==> src/include/cwdp_defines.svh <==
// Offsets, field positions, reset values and keys for the configuration decoder
`ifndef CWDP_DEFINES_SVH
`define CWDP_DEFINES_SVH

// ==========================================================
// Register byte offsets
`define CWDP_ADR_CFG_B 8'h00
`define CWDP_ADR_CFG_C 8'h04
`define CWDP_ADR_CFG_D 8'h08
`define CWDP_ADR_PART_ID 8'h0c
`define CWDP_ADR_STEP 8'h10
`define CWDP_ADR_OSC_CTRL 8'h14
`define CWDP_ADR_UNLOCK 8'h18
`define CWDP_ADR_IRQ4 8'h1c
`define CWDP_ADR_RST_STAT 8'h20
`define CWDP_ADR_PROBE 8'h24
`define CWDP_ADR_PPS_BASE 8'h40
`define CWDP_ADR_PPS_MASK 8'hc0

// ==========================================================
// Field positions
`define CWDP_SINGLE_SHOT_BIT 4
`define CWDP_RSVD_B_HI 3
`define CWDP_RSVD_B_LO 2
`define CWDP_LOCK_BIT 6
`define CWDP_OPEN_BIT 7
`define CWDP_LVD_BIT 8
`define CWDP_BOR_BIT 1
`define CWDP_PROBE_HIT_BIT 8
`define CWDP_PAGE_BITS 9

// ==========================================================
// Values
`define CWDP_CFG_RESET 16'hffff
`define CWDP_ONES_BYTE 8'hff
`define CWDP_ZERO_BYTE 8'h00
`define CWDP_RSVD_D_VAL 16'hffff
`define CWDP_UNLOCK_KEY1 8'h46
`define CWDP_UNLOCK_KEY2 8'h57

`endif

==> src/include/cwdp_pkg.sv <==
// Types shared by the configuration decoder files
package cwdp_pkg;

    // ==========================================================
    // Modes
    typedef enum logic [1:0] {
        CWDP_POSC_EXT = 2'h0,
        CWDP_POSC_XT = 2'h1,
        CWDP_POSC_HS = 2'h2,
        CWDP_POSC_OFF = 2'h3
    } cwdp_posc_e;

    typedef enum logic [1:0] {
        CWDP_SOSC_EXT = 2'h0,
        CWDP_SOSC_LOW = 2'h1,
        CWDP_SOSC_RSVD = 2'h2,
        CWDP_SOSC_HIGH = 2'h3
    } cwdp_sosc_e;

    typedef enum logic [2:0] {
        CWDP_UNLK_IDLE = 3'h1,
        CWDP_UNLK_KEY1 = 3'h2,
        CWDP_UNLK_OPEN = 3'h4
    } cwdp_unlk_e;

    // ==========================================================
    // Third configuration word, low sixteen bits
    typedef struct packed {
        logic end_sel;
        logic cfg_open;
        logic seg_dis;
        logic pmp_default;
        logic [1:0] wake;
        cwdp_sosc_e sosc;
        logic [7:0] bound;
    } cwdp_cfgc_s;

endpackage

==> src/cwdp_pin_bank.sv <==
// Pin-select register bank with registered read data
`timescale 1ns/1ps
module cwdp_pin_bank #(
    parameter int WIDTH = 8,
    parameter int DEPTH = 8,
    parameter int AW = $clog2(DEPTH)
) (
    // Clock and reset
    input wire logic clk,
    input wire logic arst_n,
    // Write port
    input wire logic we,
    input wire logic [AW-1:0] waddr,
    input wire logic [WIDTH-1:0] wdata,
    // Read port
    input wire logic [AW-1:0] raddr,
    output logic [WIDTH-1:0] rdata
);

    logic [WIDTH-1:0] mem_r [DEPTH];

    // ==========================================================
    // Storage
    genvar gi;
    generate
        for (gi = 0; gi < DEPTH; gi++) begin : g_word
            always_ff @(posedge clk or negedge arst_n) begin
                if (!arst_n) begin
                    mem_r[gi] <= '0;
                end else if (we && (waddr == AW'(gi))) begin
                    mem_r[gi] <= wdata;
                end
            end
        end
    endgenerate

    // ==========================================================
    // Read register
    always_ff @(posedge clk or negedge arst_n) begin
        if (!arst_n) begin
            rdata <= '0;
        end else begin
            rdata <= mem_r[raddr];
        end
    end

endmodule

==> src/cwdp_top.sv <==
// Configuration word decoder, segment write protection and part identity
`timescale 1ns/1ps
`include "cwdp_defines.svh"
module cwdp_top #(
    parameter logic [7:0] FAMILY_CODE = 8'h5a, // Arbitrary value
    parameter logic [7:0] MEMBER_CODE = 8'h3c, // Arbitrary value
    parameter logic [3:0] STEPPING = 4'h1, // Arbitrary value
    parameter int ADDR_W = 24,
    parameter logic [7:0] LAST_PAGE = 8'hff,
    parameter bit PIN64 = 1'b0,
    parameter int PPS_DEPTH = 8,
    parameter int PPS_W = 8
) (
    // Clock and reset
    input wire logic CLK_SYS,
    input wire logic ARST_N,
    // Wishbone slave
    input wire logic WB_CYC_I,
    input wire logic WB_STB_I,
    input wire logic WB_WE_I,
    input wire logic [3:0] WB_SEL_I,
    input wire logic [7:0] WB_ADR_I,
    input wire logic [31:0] WB_DAT_I,
    output logic [31:0] WB_DAT_O,
    output logic WB_ACK_O,
    // Non-volatile configuration words
    input wire logic [15:0] CFG_WORD_B_IN,
    input wire logic [15:0] CFG_WORD_C_IN,
    input wire logic [15:0] CFG_WORD_D_IN,
    // Program memory write check
    input wire logic NVM_REQ,
    input wire logic [ADDR_W-1:0] NVM_ADDR,
    output logic NVM_GRANT,
    output logic NVM_BLOCKED,
    // Supply monitoring
    input wire logic LVD_TRIP,
    input wire logic SUPPLY_LOW,
    output logic BOR_RESET,
    output logic LOW_SUPPLY_FLAG,
    // Decoded controls
    output logic [3:0] PRI_OSC_SEL,
    output logic [2:0] SEC_OSC_SEL,
    output logic REG_WAKE_FAST,
    output logic PMP_ALT_MAP,
    output logic PIN_SELECT_LOCK,
    output logic CFG_CODE_ERR
);

    localparam int PW = ADDR_W - `CWDP_PAGE_BITS;
    localparam int PA = $clog2(PPS_DEPTH);

    // ==========================================================
    // Decode helpers
    function automatic logic is_pps(input logic [7:0] adr);
        return (adr & `CWDP_ADR_PPS_MASK) == `CWDP_ADR_PPS_BASE
            && adr[7:2] < 6'(PPS_DEPTH + 16);
    endfunction

    function automatic logic [PA-1:0] pps_index(input logic [7:0] adr);
        return PA'(adr[7:2] - 6'h10);
    endfunction

    function automatic logic [31:0] lane_merge(input logic [31:0] old_v,
                                               input logic [31:0] new_v,
                                               input logic [3:0] sel);
        logic [31:0] res;
        res = old_v;
        for (int i = 0; i < 4; i++) begin
            if (sel[i]) begin
                res[i*8 +: 8] = new_v[i*8 +: 8];
            end
        end
        return res;
    endfunction

    // Segment membership of a 512-word page
    function automatic logic page_protected(input logic [PW-1:0] page,
                                            input cwdp_pkg::cwdp_cfgc_s c);
        logic [PW-1:0] bound;
        logic [PW-1:0] last;
        logic in_seg;
        logic cfg_forced;
        bound = PW'(c.bound);
        last = PW'(LAST_PAGE);
        if (c.end_sel) begin
            in_seg = (page >= bound) && (page <= last);
        end else begin
            in_seg = page <= bound;
        end
        cfg_forced = c.end_sel || (bound == last);
        return !c.seg_dis
            && (in_seg || ((page == last) && (!c.cfg_open || cfg_forced)));
    endfunction

    // ==========================================================
    // Configuration shadows
    logic cap_done_r;
    logic [15:0] cfg_b_r;
    logic [15:0] cfg_c_r;
    logic [15:0] cfg_d_r;
    cwdp_pkg::cwdp_cfgc_s cfgc;

    // Strap inputs are caught on the first edge after release, not in reset
    always_ff @(posedge CLK_SYS or negedge ARST_N) begin
        if (!ARST_N) begin
            cap_done_r <= 1'b0;
            cfg_b_r <= `CWDP_CFG_RESET;
            cfg_c_r <= `CWDP_CFG_RESET;
            cfg_d_r <= `CWDP_CFG_RESET;
        end else if (!cap_done_r) begin
            cap_done_r <= 1'b1;
            cfg_b_r <= CFG_WORD_B_IN;
            cfg_c_r <= CFG_WORD_C_IN;
            cfg_d_r <= CFG_WORD_D_IN;
        end
    end

    assign cfgc = cwdp_pkg::cwdp_cfgc_s'(cfg_c_r);

    // ==========================================================
    // Bus handshake: request, one cycle of work, then acknowledge
    logic busy_r;
    logic wb_req;
    logic wr_go;
    logic [31:0] rd_data;
    logic [31:0] wdat;

    assign wb_req = WB_CYC_I && WB_STB_I && !busy_r && !WB_ACK_O;
    assign wr_go = busy_r && WB_WE_I;
    assign wdat = lane_merge(32'h0, WB_DAT_I, WB_SEL_I);

    always_ff @(posedge CLK_SYS or negedge ARST_N) begin
        if (!ARST_N) begin
            busy_r <= 1'b0;
            WB_ACK_O <= 1'b0;
        end else begin
            busy_r <= wb_req;
            WB_ACK_O <= busy_r;
        end
    end

    always_ff @(posedge CLK_SYS or negedge ARST_N) begin
        if (!ARST_N) begin
            WB_DAT_O <= 32'h0;
        end else if (busy_r) begin
            WB_DAT_O <= WB_WE_I ? 32'h0 : rd_data;
        end
    end

    // ==========================================================
    // Unlock sequence and pin-select lock
    cwdp_pkg::cwdp_unlk_e unlk_r;
    cwdp_pkg::cwdp_unlk_e unlk_nxt;
    logic lock_r;
    logic single_shot;
    logic wr_unlock;
    logic wr_osc;

    assign single_shot = cfg_b_r[`CWDP_SINGLE_SHOT_BIT];
    assign wr_unlock = wr_go && WB_SEL_I[0] && (WB_ADR_I == `CWDP_ADR_UNLOCK);
    assign wr_osc = wr_go && WB_SEL_I[0] && (WB_ADR_I == `CWDP_ADR_OSC_CTRL);

    always_comb begin
        unlk_nxt = unlk_r;
        unique case (unlk_r)
            cwdp_pkg::CWDP_UNLK_IDLE: begin
                if (wr_unlock && wdat[7:0] == `CWDP_UNLOCK_KEY1) begin
                    unlk_nxt = cwdp_pkg::CWDP_UNLK_KEY1;
                end
            end
            cwdp_pkg::CWDP_UNLK_KEY1: begin
                if (wr_unlock) begin
                    unlk_nxt = (wdat[7:0] == `CWDP_UNLOCK_KEY2) ?
                        cwdp_pkg::CWDP_UNLK_OPEN : cwdp_pkg::CWDP_UNLK_IDLE;
                end else if (wr_go) begin
                    unlk_nxt = cwdp_pkg::CWDP_UNLK_IDLE;
                end
            end
            cwdp_pkg::CWDP_UNLK_OPEN: begin
                // One lock write per sequence
                if (wr_osc || wr_unlock) begin
                    unlk_nxt = cwdp_pkg::CWDP_UNLK_IDLE;
                end
            end
            default: unlk_nxt = cwdp_pkg::CWDP_UNLK_IDLE;
        endcase
    end

    always_ff @(posedge CLK_SYS or negedge ARST_N) begin
        if (!ARST_N) begin
            unlk_r <= cwdp_pkg::CWDP_UNLK_IDLE;
        end else begin
            unlk_r <= unlk_nxt;
        end
    end

    always_ff @(posedge CLK_SYS or negedge ARST_N) begin
        if (!ARST_N) begin
            lock_r <= 1'b0;
        end else if (wr_osc && unlk_r == cwdp_pkg::CWDP_UNLK_OPEN) begin
            if (!(single_shot && lock_r)) begin
                lock_r <= wdat[`CWDP_LOCK_BIT];
            end
        end
    end

    // ==========================================================
    // Pin-select bank; writes dropped while locked
    logic pps_we;
    logic [PPS_W-1:0] pps_rdata;

    assign pps_we = wr_go && is_pps(WB_ADR_I) && !lock_r;

    cwdp_pin_bank #(
        .WIDTH(PPS_W),
        .DEPTH(PPS_DEPTH)
    ) u_bank (
        .clk(CLK_SYS),
        .arst_n(ARST_N),
        .we(pps_we),
        .waddr(pps_index(WB_ADR_I)),
        .wdata(wdat[PPS_W-1:0]),
        .raddr(pps_index(WB_ADR_I)),
        .rdata(pps_rdata)
    );

    // ==========================================================
    // Supply flags; an event in the clearing cycle keeps the flag
    logic lvd_r;
    logic bor_seen_r;
    logic clr_lvd;
    logic clr_bor;

    assign clr_lvd = wr_go && (WB_ADR_I == `CWDP_ADR_IRQ4) && wdat[`CWDP_LVD_BIT];
    assign clr_bor = wr_go && (WB_ADR_I == `CWDP_ADR_RST_STAT) && wdat[`CWDP_BOR_BIT];

    always_ff @(posedge CLK_SYS or negedge ARST_N) begin
        if (!ARST_N) begin
            lvd_r <= 1'b0;
        end else if (LVD_TRIP) begin
            lvd_r <= 1'b1;
        end else if (clr_lvd) begin
            lvd_r <= 1'b0;
        end
    end

    always_ff @(posedge CLK_SYS or negedge ARST_N) begin
        if (!ARST_N) begin
            bor_seen_r <= 1'b0;
        end else if (SUPPLY_LOW) begin
            bor_seen_r <= 1'b1;
        end else if (clr_bor) begin
            bor_seen_r <= 1'b0;
        end
    end

    always_ff @(posedge CLK_SYS or negedge ARST_N) begin
        if (!ARST_N) begin
            BOR_RESET <= 1'b0;
            LOW_SUPPLY_FLAG <= 1'b0;
        end else begin
            BOR_RESET <= SUPPLY_LOW;
            LOW_SUPPLY_FLAG <= lvd_r;
        end
    end

    // ==========================================================
    // Program memory write check and software probe
    logic [7:0] probe_page_r;

    always_ff @(posedge CLK_SYS or negedge ARST_N) begin
        if (!ARST_N) begin
            probe_page_r <= 8'h00;
        end else if (wr_go && WB_SEL_I[0] && WB_ADR_I == `CWDP_ADR_PROBE) begin
            probe_page_r <= wdat[7:0];
        end
    end

    // Requests before the words are captured are refused, not guessed
    always_ff @(posedge CLK_SYS or negedge ARST_N) begin
        if (!ARST_N) begin
            NVM_GRANT <= 1'b0;
            NVM_BLOCKED <= 1'b0;
        end else begin
            NVM_GRANT <= NVM_REQ && cap_done_r
                && !page_protected(NVM_ADDR[ADDR_W-1:`CWDP_PAGE_BITS], cfgc);
            NVM_BLOCKED <= NVM_REQ && (!cap_done_r
                || page_protected(NVM_ADDR[ADDR_W-1:`CWDP_PAGE_BITS], cfgc));
        end
    end

    // ==========================================================
    // Decoded controls
    always_ff @(posedge CLK_SYS or negedge ARST_N) begin
        if (!ARST_N) begin
            PRI_OSC_SEL <= 4'h0;
        end else begin
            unique case (cwdp_pkg::cwdp_posc_e'(cfg_b_r[1:0]))
                cwdp_pkg::CWDP_POSC_OFF: PRI_OSC_SEL <= 4'h8;
                cwdp_pkg::CWDP_POSC_HS: PRI_OSC_SEL <= 4'h4;
                cwdp_pkg::CWDP_POSC_XT: PRI_OSC_SEL <= 4'h2;
                cwdp_pkg::CWDP_POSC_EXT: PRI_OSC_SEL <= 4'h1;
            endcase
        end
    end

    always_ff @(posedge CLK_SYS or negedge ARST_N) begin
        if (!ARST_N) begin
            SEC_OSC_SEL <= 3'h0;
        end else begin
            unique case (cfgc.sosc)
                cwdp_pkg::CWDP_SOSC_HIGH: SEC_OSC_SEL <= 3'h4;
                cwdp_pkg::CWDP_SOSC_LOW: SEC_OSC_SEL <= 3'h2;
                cwdp_pkg::CWDP_SOSC_EXT: SEC_OSC_SEL <= 3'h1;
                cwdp_pkg::CWDP_SOSC_RSVD: SEC_OSC_SEL <= 3'h0;
            endcase
        end
    end

    always_ff @(posedge CLK_SYS or negedge ARST_N) begin
        if (!ARST_N) begin
            REG_WAKE_FAST <= 1'b0;
            PMP_ALT_MAP <= 1'b0;
            PIN_SELECT_LOCK <= 1'b0;
            CFG_CODE_ERR <= 1'b0;
        end else begin
            REG_WAKE_FAST <= cfgc.wake == 2'h1;
            // Small package has no alternate map, whatever the word says
            PMP_ALT_MAP <= !PIN64 && !cfgc.pmp_default;
            PIN_SELECT_LOCK <= lock_r;
            CFG_CODE_ERR <= !cfgc.wake[0]
                || cfgc.sosc == cwdp_pkg::CWDP_SOSC_RSVD
                || cfg_d_r != `CWDP_RSVD_D_VAL
                || (PIN64 && !cfgc.pmp_default)
                || !cfg_b_r[`CWDP_RSVD_B_HI]
                || !cfg_b_r[`CWDP_RSVD_B_LO];
        end
    end

    // ==========================================================
    // Read multiplexer
    always_comb begin
        rd_data = 32'h0;
        if (is_pps(WB_ADR_I)) begin
            rd_data = 32'(pps_rdata);
        end else begin
            unique case (WB_ADR_I)
                `CWDP_ADR_CFG_B: rd_data = {8'h00, `CWDP_ONES_BYTE, cfg_b_r};
                `CWDP_ADR_CFG_C: rd_data = {8'h00, `CWDP_ONES_BYTE, cfg_c_r};
                `CWDP_ADR_CFG_D: rd_data = {8'h00, `CWDP_ZERO_BYTE, cfg_d_r};
                `CWDP_ADR_PART_ID: begin
                    rd_data = {8'h00, `CWDP_ONES_BYTE, FAMILY_CODE, MEMBER_CODE};
                end
                `CWDP_ADR_STEP: rd_data = {28'h0, STEPPING};
                `CWDP_ADR_OSC_CTRL: begin
                    rd_data[`CWDP_LOCK_BIT] = lock_r;
                    rd_data[`CWDP_OPEN_BIT] = unlk_r == cwdp_pkg::CWDP_UNLK_OPEN;
                end
                `CWDP_ADR_IRQ4: rd_data[`CWDP_LVD_BIT] = lvd_r;
                `CWDP_ADR_RST_STAT: rd_data[`CWDP_BOR_BIT] = bor_seen_r;
                `CWDP_ADR_PROBE: begin
                    rd_data[7:0] = probe_page_r;
                    rd_data[`CWDP_PROBE_HIT_BIT] = page_protected(PW'(probe_page_r), cfgc);
                end
                default: rd_data = 32'h0;
            endcase
        end
    end

endmodule

==> config.mk <==
export PLATFORM = sky130hd
export DESIGN_NAME = cwdp_top
export DESIGN_NICKNAME = d
export VERILOG_FILES = /design/src/include/cwdp_pkg.sv /design/src/cwdp_pin_bank.sv /design/src/cwdp_top.sv
export VERILOG_INCLUDE_DIRS = /design/src /design/src/include
export SDC_FILE = /design/constraint.sdc
export NUM_CORES = 1
export LEC_CHECK = 0
export ABC_AREA = 1
export BUFFER_PORTS_ARGS = -buffer_cell sky130_fd_sc_hd__buf_2
export CORE_MARGIN = 2
export CORE_UTILIZATION = 50
export CTS_BUF_LIST = sky130_fd_sc_hd__clkbuf_4
export DETAILED_ROUTE_END_ITERATION = 8
export PLACE_DENSITY = 0.76
export SLEW_MARGIN = 20
export SYNTH_ARGS = -nofsm -noshare
export SYNTH_HDL_FRONTEND = slang
export SYNTH_SLANG_ARGS = --single-unit
export TNS_END_PERCENT = 10
==> constraint.sdc <==
create_clock -name CLK_SYS -period 2.6 [get_ports CLK_SYS]
set_clock_uncertainty 0.2 [all_clocks]
set_input_delay 0.39 -clock CLK_SYS [delete_from_list [all_inputs] [get_ports CLK_SYS]]
set_output_delay 0.39 -clock CLK_SYS [all_outputs]
set_load 0.02 [all_outputs]
==> summary.md <==
At the end of the flow, the number of nets in the layout was 1214. The signal on the critical path passes through inv_1, ha_1, a21oi_1, nand2_1, nand2_1, nand2_1, nand2_1, nand2_1, nand2_1, nand2_1, nand2_1, nand2_1, nor2_1. The critical path buffer and inverter count came out at 1. The area added between synthesis and finish is 21.1%. The worst-case reg-to-reg path depth works out to 13.

The mean routed wirelength per cell is 16.6 um, and the worst-case setup margin in the final layout is 0.522 ns. The run gives 9660 um^2 as the post-route cell area. Die height: 130 um. In this run the critical register-to-register path is captured at NVM_BLOCKED. Setup repair after global routing left no endpoint under its margin. For this block, the routed nets add up to 21700 um of wire. The detail route stage leaves a number of antenna-violating nets equal to 0.

End point of the most critical hold path: unlk_r[2]. The final cycle utilization of the critical path came out at 0.799. The floorplan step defined a die boundary enclosing 17000 um^2. Post-CTS repair changed the size of 0 cells. Pin placement for this block handled 172 I/O pins. Startpoint of the lowest-slack hold path: WB_DAT_I[0]. The flow ran to the end, and the final reports show no timing, DRC or antenna violations. Summed over all cells, the static leakage comes to 4.63 nW. For this block, the via count after detailed routing is 6803. The number of setup violations in the final report was 0. The number of antenna violations at the first check in global routing was 1.

The core utilization of the finished layout was 0.615; the die span in x was 130 um. In this run, CTS created clock tree buffers numbering 17. For the final routed database, the setup TNS stands at 0 ns.

The highest fanout seen on the critical path is 3, and the number of clock sinks is 169. For the portion of the post-synthesis area used by sequential elements, the log shows 0.538. STA classifies the critical path endpoint as a flip-flop. The number of global-route vias before repair is 6724. The number of distinct standard cells referenced by the synthesized netlist was 42. After synthesis the cells add up to 7980 um^2. Count of final max-slew check failures: 0. Power comes to 5.07 mW.

The initial core utilization was 0.508; the number of max-cap violations was 0. The setup slack after placement was 0.395 ns; the layout cell share with drive strength beyond 1 was 0.256. In this run, placement finished with an instance count of 1213. STA classifies the critical path startpoint as a flip-flop. TritonCTS built the clock tree. Among cell families on the critical path, the largest total delay comes from simple AND/OR/NAND/NOR gates. The logs give 516 for the DRC marker count from the first detailed-route iteration and 0.262 for the total global routing track utilization. Entering global routing, the biggest net connects 72 pins. Highest-delay cell along the critical path: dfstp_2. The most used flip-flop cell after synthesis is dfrtp_1.

The final number of hold-violating endpoints came out at 0. The placeable core region came out at 15700 um^2. In this run the critical register-to-register path is launched from cfg_c_r[2]. CTS placed an instance of clkbuf_4 at the clock tree root. The site row count is 46, and the power density over the cells is 525 nW/um^2.

For the global-route wire length before repair, the log shows 33800 um. No sink is reached through more buffers than the 2 on the longest clock path. Clock slew seen by the registers of the worst setup and hold paths: 0.15 ns.

The tools report the worst supply voltage drop on vdd as 0.372 mV. The worst register-to-register path has a setup slack of 0.52 ns. The tools report the placed wire-length estimate after detailed placement as 14500 um.

The path class of the tightest hold or removal check is primary input to flip-flop. Counting every instance in the synthesized netlist gives 886. The H-tree generated during clock tree synthesis spans 4 levels. In this design, the critical path's most frequently occurring cell is nand2_1. The run gives 2.38 ns as the arrival time of data at the critical path endpoint.

The fmax is 481 MHz, and the overall overflow remaining after global route is 0. The fraction of registers with async set or reset after synthesis came out at 1.00. The tightest hold path in the finished design has a slack of 0.0338 ns. The clock latency on the worst-skew pair was 0.59 ns. Non-filler instance count after layout: 1307. During placement, the flow inserted port buffers numbering 129.

Count of flip-flops with a built-in enable after synthesis: 0. The final routed DRC violation total came out at 0. The worst setup path is of the flip-flop to flip-flop kind. Counting flops and latches in the post-synthesis netlist gives 169. At the end of routability-driven placement, the weighted congestion stood at 0.858. The clock period could shrink to 2.08 ns. Before antenna repair, the detailed router went through 5 iterations.

Dividing the detail-routed via count by the number of cells gives 5.21. The worst hold path passes through 5 cells. The placed instances occupy a cell area of 8820 um^2. Data on the critical path is required at its endpoint by 2.91 ns. In this design, the stage delay of the slowest critical-path cell is 0.58 ns. The average instance in the mapped netlist occupies 9.01 um^2. The tools report the number of synthesis warnings as 0.
## worst max path at each step
stage,start,endpoint,slack (ns),cells after the start
final,cfg_c_r[2],NVM_BLOCKED,0.52,13
after floorplan,WB_ADR_I[5],u_bank.mem_r[45],0.68,7
after detailed placement,WB_ADR_I[5],u_bank.mem_r[44],0.39,8
after global placement,WB_ADR_I[5],u_bank.mem_r[42],0.39,8
after global routing,cfg_c_r[5],WB_DAT_O[8],0.29,12
after CTS,cfg_c_r[5],WB_DAT_O[8],0.55,12
## cells in the final DEF (no fill, tap or decap), drive strengths merged, types with 3 or more instances in the layout
cell type	count
nor2	75
a31oi	6
dfstp	49
dfrtp	120
a22oi	14
mux2	24
dlygate4sd3	58
nor3	12
nand2	242
conb	9
nand3	25
clkbuf	19
o211ai	3
nand4	24
clkinv	12
a21o	4
diode	4
buf	148
inv	66
o22ai	3
o21ai	102
ha	16
a21oi	39
## cell usage after synthesis, types with 3 or more instances
cell type / n / area, um^2
buf_4: 15 / 113
buf_2: 4 / 20.0
a21o_1: 4 / 30.0
ha_1: 16 / 200
nor2_1: 72 / 270
dfrtp_1: 120 / 3000
nor3_1: 10 / 50.1
inv_1: 63 / 236
o211ai_1: 3 / 22.5
a21oi_1: 39 / 195
o22ai_1: 3 / 18.8
buf_6: 8 / 90.1
o21ai_2: 8 / 70.1
dfstp_2: 49 / 1290
clkbuf_1: 15 / 56.3
mux2_2: 24 / 270
a31oi_1: 6 / 37.5
nand3_2: 6 / 60.1
o21ai_1: 45 / 225
nand4_1: 24 / 150
nand3_1: 17 / 85.1
o21ai_0: 49 / 245
nand2_1: 241 / 905
a22oi_1: 14 / 105
clkinv_1: 3 / 11.3
## worst register-to-register path, delay by kind of cell (launching register included)
kind,cells,cell delay [ns]
adders and majority gates,1,0.32
DFF,1,0.58
AOI/OAI and AO/OA,1,0.18
and+or+nand+nor,10,0.64
buffers and inverters,1,0.09
## cell families after synthesis
logic type,count (synthesis),synth area share
simple gates,383,0.206
compound gates,180,0.128
mux,24,0.0339
flops,169,0.538
buf+inv,112,0.0679
other cells,2,0.000941
fa+ha+maj,16,0.0251
## cell type report
cell class,instances,area [um^2]
Timing Repair Buffer,206,1410
Fill cell,1307,6050
Tap cell,216,270
Sequential cell,169,4290
Clock buffer,19,143
Multi-Input combinational cell,612,3170
Antenna cell,4,10.0
Inverter,68,255
Clock inverter,13,106
## power by group
part	leakage (nW)	internal [mW]	switching, mW
clock	0.135	0.486	0.922
sequential	2.14	2.83	0.0950
combinational	2.36	0.296	0.441
## registers in the layout, indices dropped and copies added (netlist names), 3 cells and up
| name | cells |
|---|---|
| WB_DAT_O | 17 |
| SEC_OSC_SEL | 3 |
| PRI_OSC_SEL | 4 |
| u_bank.mem_r | 64 |
| cfg_d_r | 16 |
| unlk_r | 3 |
| probe_page_r | 8 |
| u_bank.rdata | 8 |
| cfg_b_r | 16 |
| cfg_c_r | 16 |
## repair_timing
item / in CTS / in global routing
hold endpoints to repair: 198 / 0
hold buffers: 58 / 0
endpoints found under the setup margin: 0 / 0
buffers inserted: 0 / 0
## routing by layer
metal  global-route usage  wire (um)  vias to the layer above
met1                0.332       9090                     3208
met4               0.0999        508                        0
met3               0.0603       1620                       37
met5                    0          0                        -
met2                0.442      10500                      243
li1                     -          -                     3315
Note: power is estimated with default switching activity, not from simulation.
